**src/common/sfs_defs.svh**
```systemverilog
`ifndef SFS_DEFS_SVH
`define SFS_DEFS_SVH

// ----------------------------------------------------------------------------
// Register byte offsets
// ----------------------------------------------------------------------------
`define SFS_CTRL_OFF 12'h000
`define SFS_STAT_OFF 12'h004
`define SFS_DATA_OFF 12'h008
`define SFS_BAUD_OFF 12'h00C

// ----------------------------------------------------------------------------
// Control register fields
// ----------------------------------------------------------------------------
`define SFS_C_TXON 0
`define SFS_C_RXON 1
`define SFS_C_TIE 2
`define SFS_C_TX_DONE_IRQ_MASK 3
`define SFS_C_RIE 4
`define SFS_C_ILIE 5
`define SFS_C_BRK 6
`define SFS_C_WAKE 7
`define SFS_C_LONG 8
`define SFS_CTRL_W 9
`define SFS_CTRL_RST 9'h000

// ----------------------------------------------------------------------------
// Status register fields
// ----------------------------------------------------------------------------
`define SFS_S_TX_HOLD_EMPTY_FLAG 0
`define SFS_S_TC 1
`define SFS_S_RX_FULL_FLAG 2
`define SFS_S_IDLE 3
`define SFS_S_OR 4
`define SFS_S_NF 5
`define SFS_S_FE 6
`define SFS_S_RAF 7

// ----------------------------------------------------------------------------
// Bit timing
// ----------------------------------------------------------------------------
`define SFS_BAUD_RST 16'h0035
`define SFS_OVS_LAST 4'hF
`define SFS_VOTE_A 4'h7
`define SFS_VOTE_B 4'h8
`define SFS_VOTE_C 4'h9

`endif

```
**src/common/sfs_pkg.sv**
```systemverilog
package sfs_pkg;

    typedef enum logic [1:0] {
        SFS_RX_IDLE = 2'b00,
        SFS_RX_START = 2'b01,
        SFS_RX_DATA = 2'b10,
        SFS_RX_STOP = 2'b11
    } sfs_rx_state_t;

endpackage

```
**src/design/sfs_sci.sv**
```systemverilog
`include "sfs_defs.svh"

module sfs_sci #(
    parameter int ADDR_W = 12
) (
    input wire logic pclk,
    input wire logic presetn,
    input wire logic ce,
    input wire logic psel,
    input wire logic penable,
    input wire logic pwrite,
    input wire logic [ADDR_W-1:0] paddr,
    input wire logic [31:0] pwdata,
    output logic [31:0] prdata,
    output logic pready,
    output logic pslverr,
    input wire logic rxd,
    output logic txd_out,
    output logic txd_oe,
    output logic sci_irq
);

    initial begin
        if (ADDR_W < 4) begin
            $error("sfs_sci: ADDR_W must be at least 4");
        end
    end

    // ------------------------------------------------------------------------
    // Helpers
    // ------------------------------------------------------------------------
    function automatic logic sfs_at(input logic [ADDR_W-1:0] a, input logic [11:0] off);
        sfs_at = (a == ADDR_W'(off));
    endfunction

    function automatic logic sfs_major(input logic [2:0] v);
        sfs_major = (v[0] & v[1]) | (v[0] & v[2]) | (v[1] & v[2]);
    endfunction

    logic [`SFS_CTRL_W-1:0] ctrl;
    logic [15:0] baud_div;
    logic [15:0] baud_cnt;
    logic tick;
    logic tx_hold_empty_flag, tc, rx_full_flag, idle, ovr, nf, fe;
    logic [7:0] rx_hold_reg;
    sfs_pkg::sfs_rx_state_t rx_state;

    wire logic tx_on = ctrl[`SFS_C_TXON];
    wire logic rx_on = ctrl[`SFS_C_RXON];
    wire logic [7:0] stat = {rx_state != sfs_pkg::SFS_RX_IDLE, fe, nf, ovr, idle, rx_full_flag, tc, tx_hold_empty_flag};
    wire logic mapped = sfs_at(paddr, `SFS_CTRL_OFF) | sfs_at(paddr, `SFS_STAT_OFF)
                      | sfs_at(paddr, `SFS_DATA_OFF) | sfs_at(paddr, `SFS_BAUD_OFF);
    wire logic done = psel & penable & pready;
    wire logic wr_ok = done & pwrite & ~pslverr;
    wire logic wr_ctrl = wr_ok & sfs_at(paddr, `SFS_CTRL_OFF);
    wire logic wr_data = wr_ok & sfs_at(paddr, `SFS_DATA_OFF);
    wire logic rd_stat = done & ~pwrite & sfs_at(paddr, `SFS_STAT_OFF);
    wire logic rd_data = done & ~pwrite & sfs_at(paddr, `SFS_DATA_OFF);
    wire logic tx_rise = wr_ctrl & pwdata[`SFS_C_TXON] & ~tx_on;
    wire logic tx_fall = wr_ctrl & ~pwdata[`SFS_C_TXON] & tx_on;

    // ------------------------------------------------------------------------
    // APB slave: setup cycle prepares the answer, access ends in one cycle
    // ------------------------------------------------------------------------
    always_ff @(posedge pclk or negedge presetn) begin
        if (!presetn) begin
            pready <= 1'b0;
            pslverr <= 1'b0;
            prdata <= 32'h00000000;
        end else if (ce) begin
            if (psel && !penable) begin
                pready <= 1'b1;
                pslverr <= ~mapped;
                prdata <= 32'h00000000;
                if (!pwrite) begin
                    unique case (1'b1)
                        sfs_at(paddr, `SFS_CTRL_OFF): prdata <= 32'(ctrl);
                        sfs_at(paddr, `SFS_STAT_OFF): prdata <= 32'(stat);
                        sfs_at(paddr, `SFS_DATA_OFF): prdata <= 32'(rx_hold_reg);
                        sfs_at(paddr, `SFS_BAUD_OFF): prdata <= 32'(baud_div);
                        default: prdata <= 32'h00000000;
                    endcase
                end
            end else if (done) begin
                pready <= 1'b0;
                pslverr <= 1'b0;
            end
        end
    end

    // ------------------------------------------------------------------------
    // Control and rate registers
    // ------------------------------------------------------------------------
    logic wake_exit;

    always_ff @(posedge pclk or negedge presetn) begin
        if (!presetn) begin
            ctrl <= `SFS_CTRL_RST;
            baud_div <= `SFS_BAUD_RST;
        end else if (ce) begin
            if (wake_exit) begin
                ctrl[`SFS_C_WAKE] <= 1'b0;
            end
            if (wr_ctrl) begin
                ctrl <= pwdata[`SFS_CTRL_W-1:0];
            end
            if (wr_ok && sfs_at(paddr, `SFS_BAUD_OFF)) begin
                baud_div <= pwdata[15:0];
            end
        end
    end

    // ------------------------------------------------------------------------
    // Oversample tick: sixteen per bit time
    // ------------------------------------------------------------------------
    always_ff @(posedge pclk or negedge presetn) begin
        if (!presetn) begin
            baud_cnt <= 16'h0000;
            tick <= 1'b0;
        end else if (ce) begin
            tick <= (baud_cnt >= baud_div);
            baud_cnt <= (baud_cnt >= baud_div) ? 16'h0000 : baud_cnt + 16'h0001;
        end
    end

    // ------------------------------------------------------------------------
    // Transmitter: one holding word in front of the shifter
    // ------------------------------------------------------------------------
    logic [7:0] tx_hold_reg;
    logic hold_valid, tx_busy;
    logic [10:0] tx_shift;
    logic [3:0] tx_phase, tx_bits;
    wire logic [3:0] tx_last = ctrl[`SFS_C_LONG] ? 4'hA : 4'h9;

    always_ff @(posedge pclk or negedge presetn) begin
        if (!presetn) begin
            // Reset is the only path that cuts a character short
            tx_hold_empty_flag <= 1'b1;
            tc <= 1'b1;
            hold_valid <= 1'b0;
            tx_hold_reg <= 8'h00;
            tx_busy <= 1'b0;
            tx_shift <= 11'h7FF;
            tx_phase <= 4'h0;
            tx_bits <= 4'h0;
            txd_out <= 1'b1;
            txd_oe <= 1'b0;
        end else if (ce) begin
            txd_out <= tx_busy ? tx_shift[0] : ~(ctrl[`SFS_C_BRK] & tx_on);
            if (tick) begin
                if (tx_busy) begin
                    tx_phase <= tx_phase + 4'h1;
                    if (tx_phase == `SFS_OVS_LAST) begin
                        tx_shift <= {1'b1, tx_shift[10:1]};
                        tx_bits <= tx_bits + 4'h1;
                        if (tx_bits == tx_last) begin
                            tx_busy <= 1'b0;
                            if (!hold_valid) begin
                                tc <= 1'b1;
                            end
                            if (!tx_on) begin
                                tx_hold_empty_flag <= 1'b1;
                                tc <= 1'b1;
                            end
                        end
                    end
                end else if (tx_on && hold_valid) begin
                    // Ninth data bit in long frames is sent as a one
                    tx_shift <= {2'b11, tx_hold_reg, 1'b0};
                    tx_busy <= 1'b1;
                    tx_phase <= 4'h0;
                    tx_bits <= 4'h0;
                    hold_valid <= 1'b0;
                    tx_hold_empty_flag <= 1'b1;
                    txd_oe <= 1'b1;
                end else begin
                    txd_oe <= tx_on;
                end
            end
            if (tx_rise) begin
                tx_hold_empty_flag <= 1'b1;
                tc <= 1'b1;
            end
            if (tx_fall) begin
                // Shifter keeps running; only the queue is dropped
                hold_valid <= 1'b0;
                if (!tx_busy) begin
                    tx_hold_empty_flag <= 1'b1;
                    tc <= 1'b1;
                end
            end
            if (wr_data && tx_on) begin
                tx_hold_reg <= pwdata[7:0];
                hold_valid <= 1'b1;
                tx_hold_empty_flag <= 1'b0;
                tc <= 1'b0;
            end
        end
    end

    // ------------------------------------------------------------------------
    // Receiver with majority vote, idle detect and flag clearing
    // ------------------------------------------------------------------------
    logic [3:0] rx_phase, rx_bits;
    logic [8:0] rx_shift;
    logic [2:0] votes;
    logic rx_noise, line_busy;
    logic [7:0] ones_cnt;
    logic [4:0] arm;
    wire logic [3:0] rx_last = ctrl[`SFS_C_LONG] ? 4'h8 : 4'h7;
    wire logic [7:0] idle_ticks = ctrl[`SFS_C_LONG] ? 8'hB0 : 8'hA0;
    wire logic decide = tick & (rx_phase == `SFS_VOTE_C);
    wire logic [2:0] votes_now = {rxd, votes[1:0]};
    wire logic bit_val = sfs_major(votes_now);
    wire logic bit_noisy = (votes_now != 3'b000) & (votes_now != 3'b111);
    wire logic quiet = ctrl[`SFS_C_WAKE];
    assign wake_exit = tick & rx_on & rxd & line_busy & (ones_cnt >= idle_ticks);

    always_ff @(posedge pclk or negedge presetn) begin
        if (!presetn) begin
            rx_state <= sfs_pkg::SFS_RX_IDLE;
            rx_phase <= 4'h0;
            rx_bits <= 4'h0;
            rx_shift <= 9'h000;
            votes <= 3'h0;
            rx_noise <= 1'b0;
        end else if (ce) begin
            if (!rx_on) begin
                rx_state <= sfs_pkg::SFS_RX_IDLE;
            end else if (tick) begin
                rx_phase <= (rx_phase == `SFS_OVS_LAST) ? 4'h0 : rx_phase + 4'h1;
                if (rx_phase == `SFS_VOTE_A || rx_phase == `SFS_VOTE_B) begin
                    votes <= {votes[1:0], rxd};
                end
                unique case (rx_state)
                    sfs_pkg::SFS_RX_IDLE: begin
                        if (!rxd) begin
                            rx_state <= sfs_pkg::SFS_RX_START;
                            rx_phase <= 4'h1;
                            rx_noise <= 1'b0;
                        end
                    end
                    sfs_pkg::SFS_RX_START: begin
                        if (decide) begin
                            rx_noise <= bit_noisy;
                            rx_bits <= 4'h0;
                            rx_state <= bit_val ? sfs_pkg::SFS_RX_IDLE : sfs_pkg::SFS_RX_DATA;
                        end
                    end
                    sfs_pkg::SFS_RX_DATA: begin
                        if (decide) begin
                            rx_noise <= rx_noise | bit_noisy;
                            rx_shift <= {bit_val, rx_shift[8:1]};
                            rx_bits <= rx_bits + 4'h1;
                            if (rx_bits == rx_last) begin
                                rx_state <= sfs_pkg::SFS_RX_STOP;
                            end
                        end
                    end
                    sfs_pkg::SFS_RX_STOP: begin
                        if (decide) begin
                            rx_state <= sfs_pkg::SFS_RX_IDLE;
                        end
                    end
                endcase
            end
        end
    end

    // Character in the stop slot, after the vote
    wire logic rx_xfer = rx_on & decide & (rx_state == sfs_pkg::SFS_RX_STOP) & ~quiet;
    wire logic [7:0] rx_char = ctrl[`SFS_C_LONG] ? rx_shift[7:0] : rx_shift[8:1];

    always_ff @(posedge pclk or negedge presetn) begin
        if (!presetn) begin
            rx_full_flag <= 1'b0;
            idle <= 1'b0;
            ovr <= 1'b0;
            nf <= 1'b0;
            fe <= 1'b0;
            rx_hold_reg <= 8'h00;
            arm <= 5'h00;
            line_busy <= 1'b0;
            ones_cnt <= 8'h00;
        end else if (ce) begin
            if (rd_stat) begin
                arm <= {prdata[`SFS_S_FE], prdata[`SFS_S_NF], prdata[`SFS_S_OR],
                        prdata[`SFS_S_IDLE], prdata[`SFS_S_RX_FULL_FLAG]};
            end
            if (rd_data) begin
                // Clears first so a same-cycle set below wins
                rx_full_flag <= rx_full_flag & ~arm[0];
                idle <= idle & ~arm[1];
                ovr <= ovr & ~arm[2];
                nf <= nf & ~arm[3];
                fe <= fe & ~arm[4];
                arm <= 5'h00;
            end
            if (tick && rx_on) begin
                if (!rxd) begin
                    ones_cnt <= 8'h00;
                    line_busy <= 1'b1;
                end else if (ones_cnt < idle_ticks) begin
                    ones_cnt <= ones_cnt + 8'h01;
                end
            end
            if (wake_exit) begin
                line_busy <= 1'b0;
                if (!quiet) begin
                    idle <= 1'b1;
                end
            end
            if (rx_xfer) begin
                if (rx_full_flag) begin
                    ovr <= 1'b1;
                end else begin
                    rx_hold_reg <= rx_char;
                    rx_full_flag <= 1'b1;
                    nf <= rx_noise | bit_noisy;
                    fe <= ~bit_val;
                end
            end
        end
    end

    // ------------------------------------------------------------------------
    // Interrupt request; noise and framing never take part
    // ------------------------------------------------------------------------
    always_ff @(posedge pclk or negedge presetn) begin
        if (!presetn) begin
            sci_irq <= 1'b0;
        end else if (ce) begin
            sci_irq <= (ctrl[`SFS_C_TIE] & tx_hold_empty_flag)
                     | (ctrl[`SFS_C_TX_DONE_IRQ_MASK] & tc)
                     | (ctrl[`SFS_C_RIE] & (rx_full_flag | ovr))
                     | (ctrl[`SFS_C_ILIE] & idle);
        end
    end

endmodule

```
**config.mk**
```make
export PLATFORM = sky130hd
export DESIGN_NAME = sfs_sci
export DESIGN_NICKNAME = d
export VERILOG_FILES = /design/src/common/sfs_pkg.sv /design/src/design/sfs_sci.sv
export VERILOG_INCLUDE_DIRS = /design/src /design/src/common
export SDC_FILE = /design/constraint.sdc
export NUM_CORES = 1
export LEC_CHECK = 0
export BUFFER_PORTS_ARGS = -buffer_cell sky130_fd_sc_hd__clkbuf_2
export CAP_MARGIN = 5
export CORE_ASPECT_RATIO = 0.9
export CORE_MARGIN = 4
export CORE_UTILIZATION = 25
export DETAILED_ROUTE_END_ITERATION = 10
export PLACE_DENSITY_LB_ADDON = 0.2
export SLEW_MARGIN = 15
export SYNTH_ARGS = -nofsm -noshare
export SYNTH_HDL_FRONTEND = slang
export SYNTH_SLANG_ARGS = --single-unit
```
**constraint.sdc**
```tcl
create_clock -name pclk -period 2.95 [get_ports pclk]
set_clock_uncertainty 0.2 [all_clocks]
set_input_delay 0.1475 -clock pclk [delete_from_list [all_inputs] [get_ports pclk]]
set_output_delay 0.1475 -clock pclk [all_outputs]
set_load 0.01 [all_outputs]
```
==> impl_metrics.yaml <==
routing:
  vias: 5256
  detail_route.iter0.violations: 256
  via_per_inst: 4.57
  drtAntennaViolNets: 0
  first_pass_iters: 4
  drc_errors: 0
  totalWireLength_um: 18600
  drt-wirelength-per-cell_um: 16.1
place:
  numPortBuffers: 55
  place_hpwl_um: 13800
  place_area_mm2: 0.00800
  gp_congestion: 0.762
cts:
  clock_latency_ps: 420
  htreeDepth: 4
  cts_tree: "yes"
  cts_buffer_depth: 2
  cts_buffers: 17
  clk_pin_slew_worst_paths_ps: 60
  clock_sinks: 141
  cts_setup_buffers: 0
  cts-root-buf: "clkbuf_16"
yosys:
  ys_ff_latch: 141
  ys_warn_count: 0
  async_flop_share_pct: 100
  synth_cells: 690
  syn_area_per_cell_um2: 10.5
  synth.distinct_cells: 63
  syn_area_mm2: 0.00727
  ys_seq_area_share_pct: 48.8
  synth_top_flop_cell: "dfrtp_1"
  synth_edf_count: 0
final_layout:
  syn_to_final_growth_pct: 21.3
  drive_above_1_share_pct: 22.0
  final_area_mm2: 0.00882
  utilization_pct: 31.2
  reg_top3: "baud_cnt x16, baud_div x16, prdata x16"
  antenna_cells: 0
  nets: 858
timing:
  tightest_slew_ps: 725
  max_slew_margin_pct: 51.0
  fin_setup_tns_ps: 0
  grt_setup_unrepaired: "false"
  fmax_ghz: 0.415
  timing.hold.ws_ps: 34.3
  setup_viol: 0
  min_period_ps: 2410
  finalHoldViolCount: 0
  min_period_over_period_pct: 81.7
  slew_viol_final: 0
global_route:
  grt_pass1_wl_um: 30100
  track_usage_pct: 12.0
  grt_pass1_vias: 5270
  grt_max_degree: 51
  antenna_found_initial: 0
  overflow: 0
critical_path:
  r2r_end: "rx_state[0]$_DFFE_PN0P_"
  worstSetupStartpoint: "rx_state[0]$_DFFE_PN0P_"
  crit_path_max_fanout: 10
  r2r-start: "rx_state[0]$_DFFE_PN0P_"
  crit_required_ps: 3050
  crit_path_end: "rx_state[0]$_DFFE_PN0P_"
  start_kind: "register"
  crit_type: "reg -> reg"
  cp.arrival_ps: 2520
  rr_worst_depth: 7
  r2r_slack_ps: 540
  critical_path.endpoint_type: "register"
floorplan:
  chipHeight_um: 170
  io_pins: 88
  core_area_mm2: 0.0283
  rows: 58
  die_area_mm2: 0.0319
  die_x_um: 188
  initial_core_util_pct: 25.7
pwr:
  power_leakage_uw: 0.00403
  powerDensity_mw_per_mm2: 522
  worst_ir_drop_vdd_mv: 0.398
run:
  cap_viol_max_count: 0
hold_path:
  worstHoldPathType: "in -> async"
status:
  status: "complete, no violations"
[layout by cell type (no fill, tap or decap), types with 4 or more instances in the layout]
cell,Yosys,layout
nor2_1,41,41
and3_1,10,10
ha_1,30,30
a21o_1,4,4
inv_1,33,33
dlygate4sd3_1,0,21
nand3_1,19,19
nor3_1,4,4
clkbuf_2,0,54
xor2_1,14,14
o211ai_1,7,7
o31ai_1,4,4
dfrtp_1,125,125
clkbuf_16,0,17
dfstp_2,16,16
xnor2_1,8,8
a22o_1,25,25
nand4_1,10,10
mux2_2,28,28
a21oi_1,37,37
o21a_1,4,4
nor2b_1,5,5
o21ai_0,59,59
buf_4,19,17
and2_1,4,4
nand3b_1,8,8
mux2i_1,16,16
nor4_4,4,4
conb_1,1,16
nand2_1,78,78
mux4_2,8,8
[synth_stat cells, drive strengths merged (3+ instances only)]
master	n	share of area, %
a21o	4	0.41
a21oi	37	2.5
a22o	26	3.1
a31oi	3	0.26
and2	4	0.34
and3	10	0.86
buf	28	2.5
clkbuf	14	0.72
dfrtp	125	43
dfstp	16	5.8
ha	30	5.2
inv	33	1.7
mux2	28	4.3
mux2i	16	2.2
mux4	8	2.5
nand2	78	4.0
nand3	20	1.5
nand3b	8	0.83
nand4	11	1.0
nor2	41	2.1
nor2b	5	0.43
nor3	7	0.69
nor4	9	1.8
o211ai	7	0.72
o21a	4	0.41
o21ai	60	4.1
o31ai	4	0.41
xnor2	8	0.96
xor2	14	1.7
[through the flow]
step                      power (uW)  setup WS [ps]  instances
after global routing            4810            308       1150
final                           4600            539       1150
after detailed placement        2360            476       1097
after CTS                       4680            521       1150
after global placement          2370            490       1097
after floorplan                 2230            673        705
[how the worst min path moves through the flow]
stage,slack (ps),cells past startpoint,start,end
after global placement,-60,1,presetn,ones_cnt[2]$_DFFE_PN0P_
after global routing,40,3,pwrite,prdata[8]$_DFFE_PN0P_
after floorplan,-350,0,presetn,arm[0]$_DFFE_PN0P_
after CTS,8,3,pwrite,prdata[8]$_DFFE_PN0P_
final,30,2,presetn,ones_cnt[1]$_DFFE_PN0P_
after detailed placement,-60,1,presetn,ones_cnt[2]$_DFFE_PN0P_
[cells by family (layout without fill, tap and decap cells)]
group	Yosys count	after routing	share of synthesized area [%]
other	1	16	0.0516
and+or+nand+nor	206	206	15.1
DFF	141	141	48.8
xor gates and xnor gates	22	22	2.65
muxes	52	52	9.02
adders and majority gates	30	30	5.16
buffers and inverters	75	160	4.96
AOI/OAI and AO/OA	163	163	14.2
[worst max-delay path, cell delays in order, from the launching register on]
cell and delay [ps]:
dfrtp_1 430, inv_1 110, ha_1 340, or3_1 400, a221oi_1 260, o21ai_0 210, xnor2_1 170, a22o_1 180
[cell type report]
class	instances	area [um2]
multi-input combinational	489	3420
sequential	141	3550
timing repair buffer	95	659
tap	360	450
inverter	33	124
clock inverter	10	140
clock buffer	22	474
fill	2926	19500
[layer usage]
metal | global-route usage [%] | wire [um] | share of wire (%)
met5 | 0 | 0 | 0
met4 | 3.57 | 199 | 1.1
met3 | 2.14 | 630 | 3.4
met2 | 17.1 | 7950 | 43
met1 | 18.4 | 9780 | 53
[timing repair]
item                                    in CTS  in global routing
hold endpoints to repair                   150                  0
endpoints found under the setup margin       0                  0
hold buffers                                21                  0
resized for setup                            0                  0
[power breakdown]
part | leakage [uW] | total [uW] | internal (uW) | switching [uW]
Sequential | 0.00180 | 2040 | 1980 | 58.2
Combinational | 0.00193 | 312 | 125 | 188
Clock | 0.000292 | 2260 | 1400 | 857
Power figures use the tool's default switching activity.
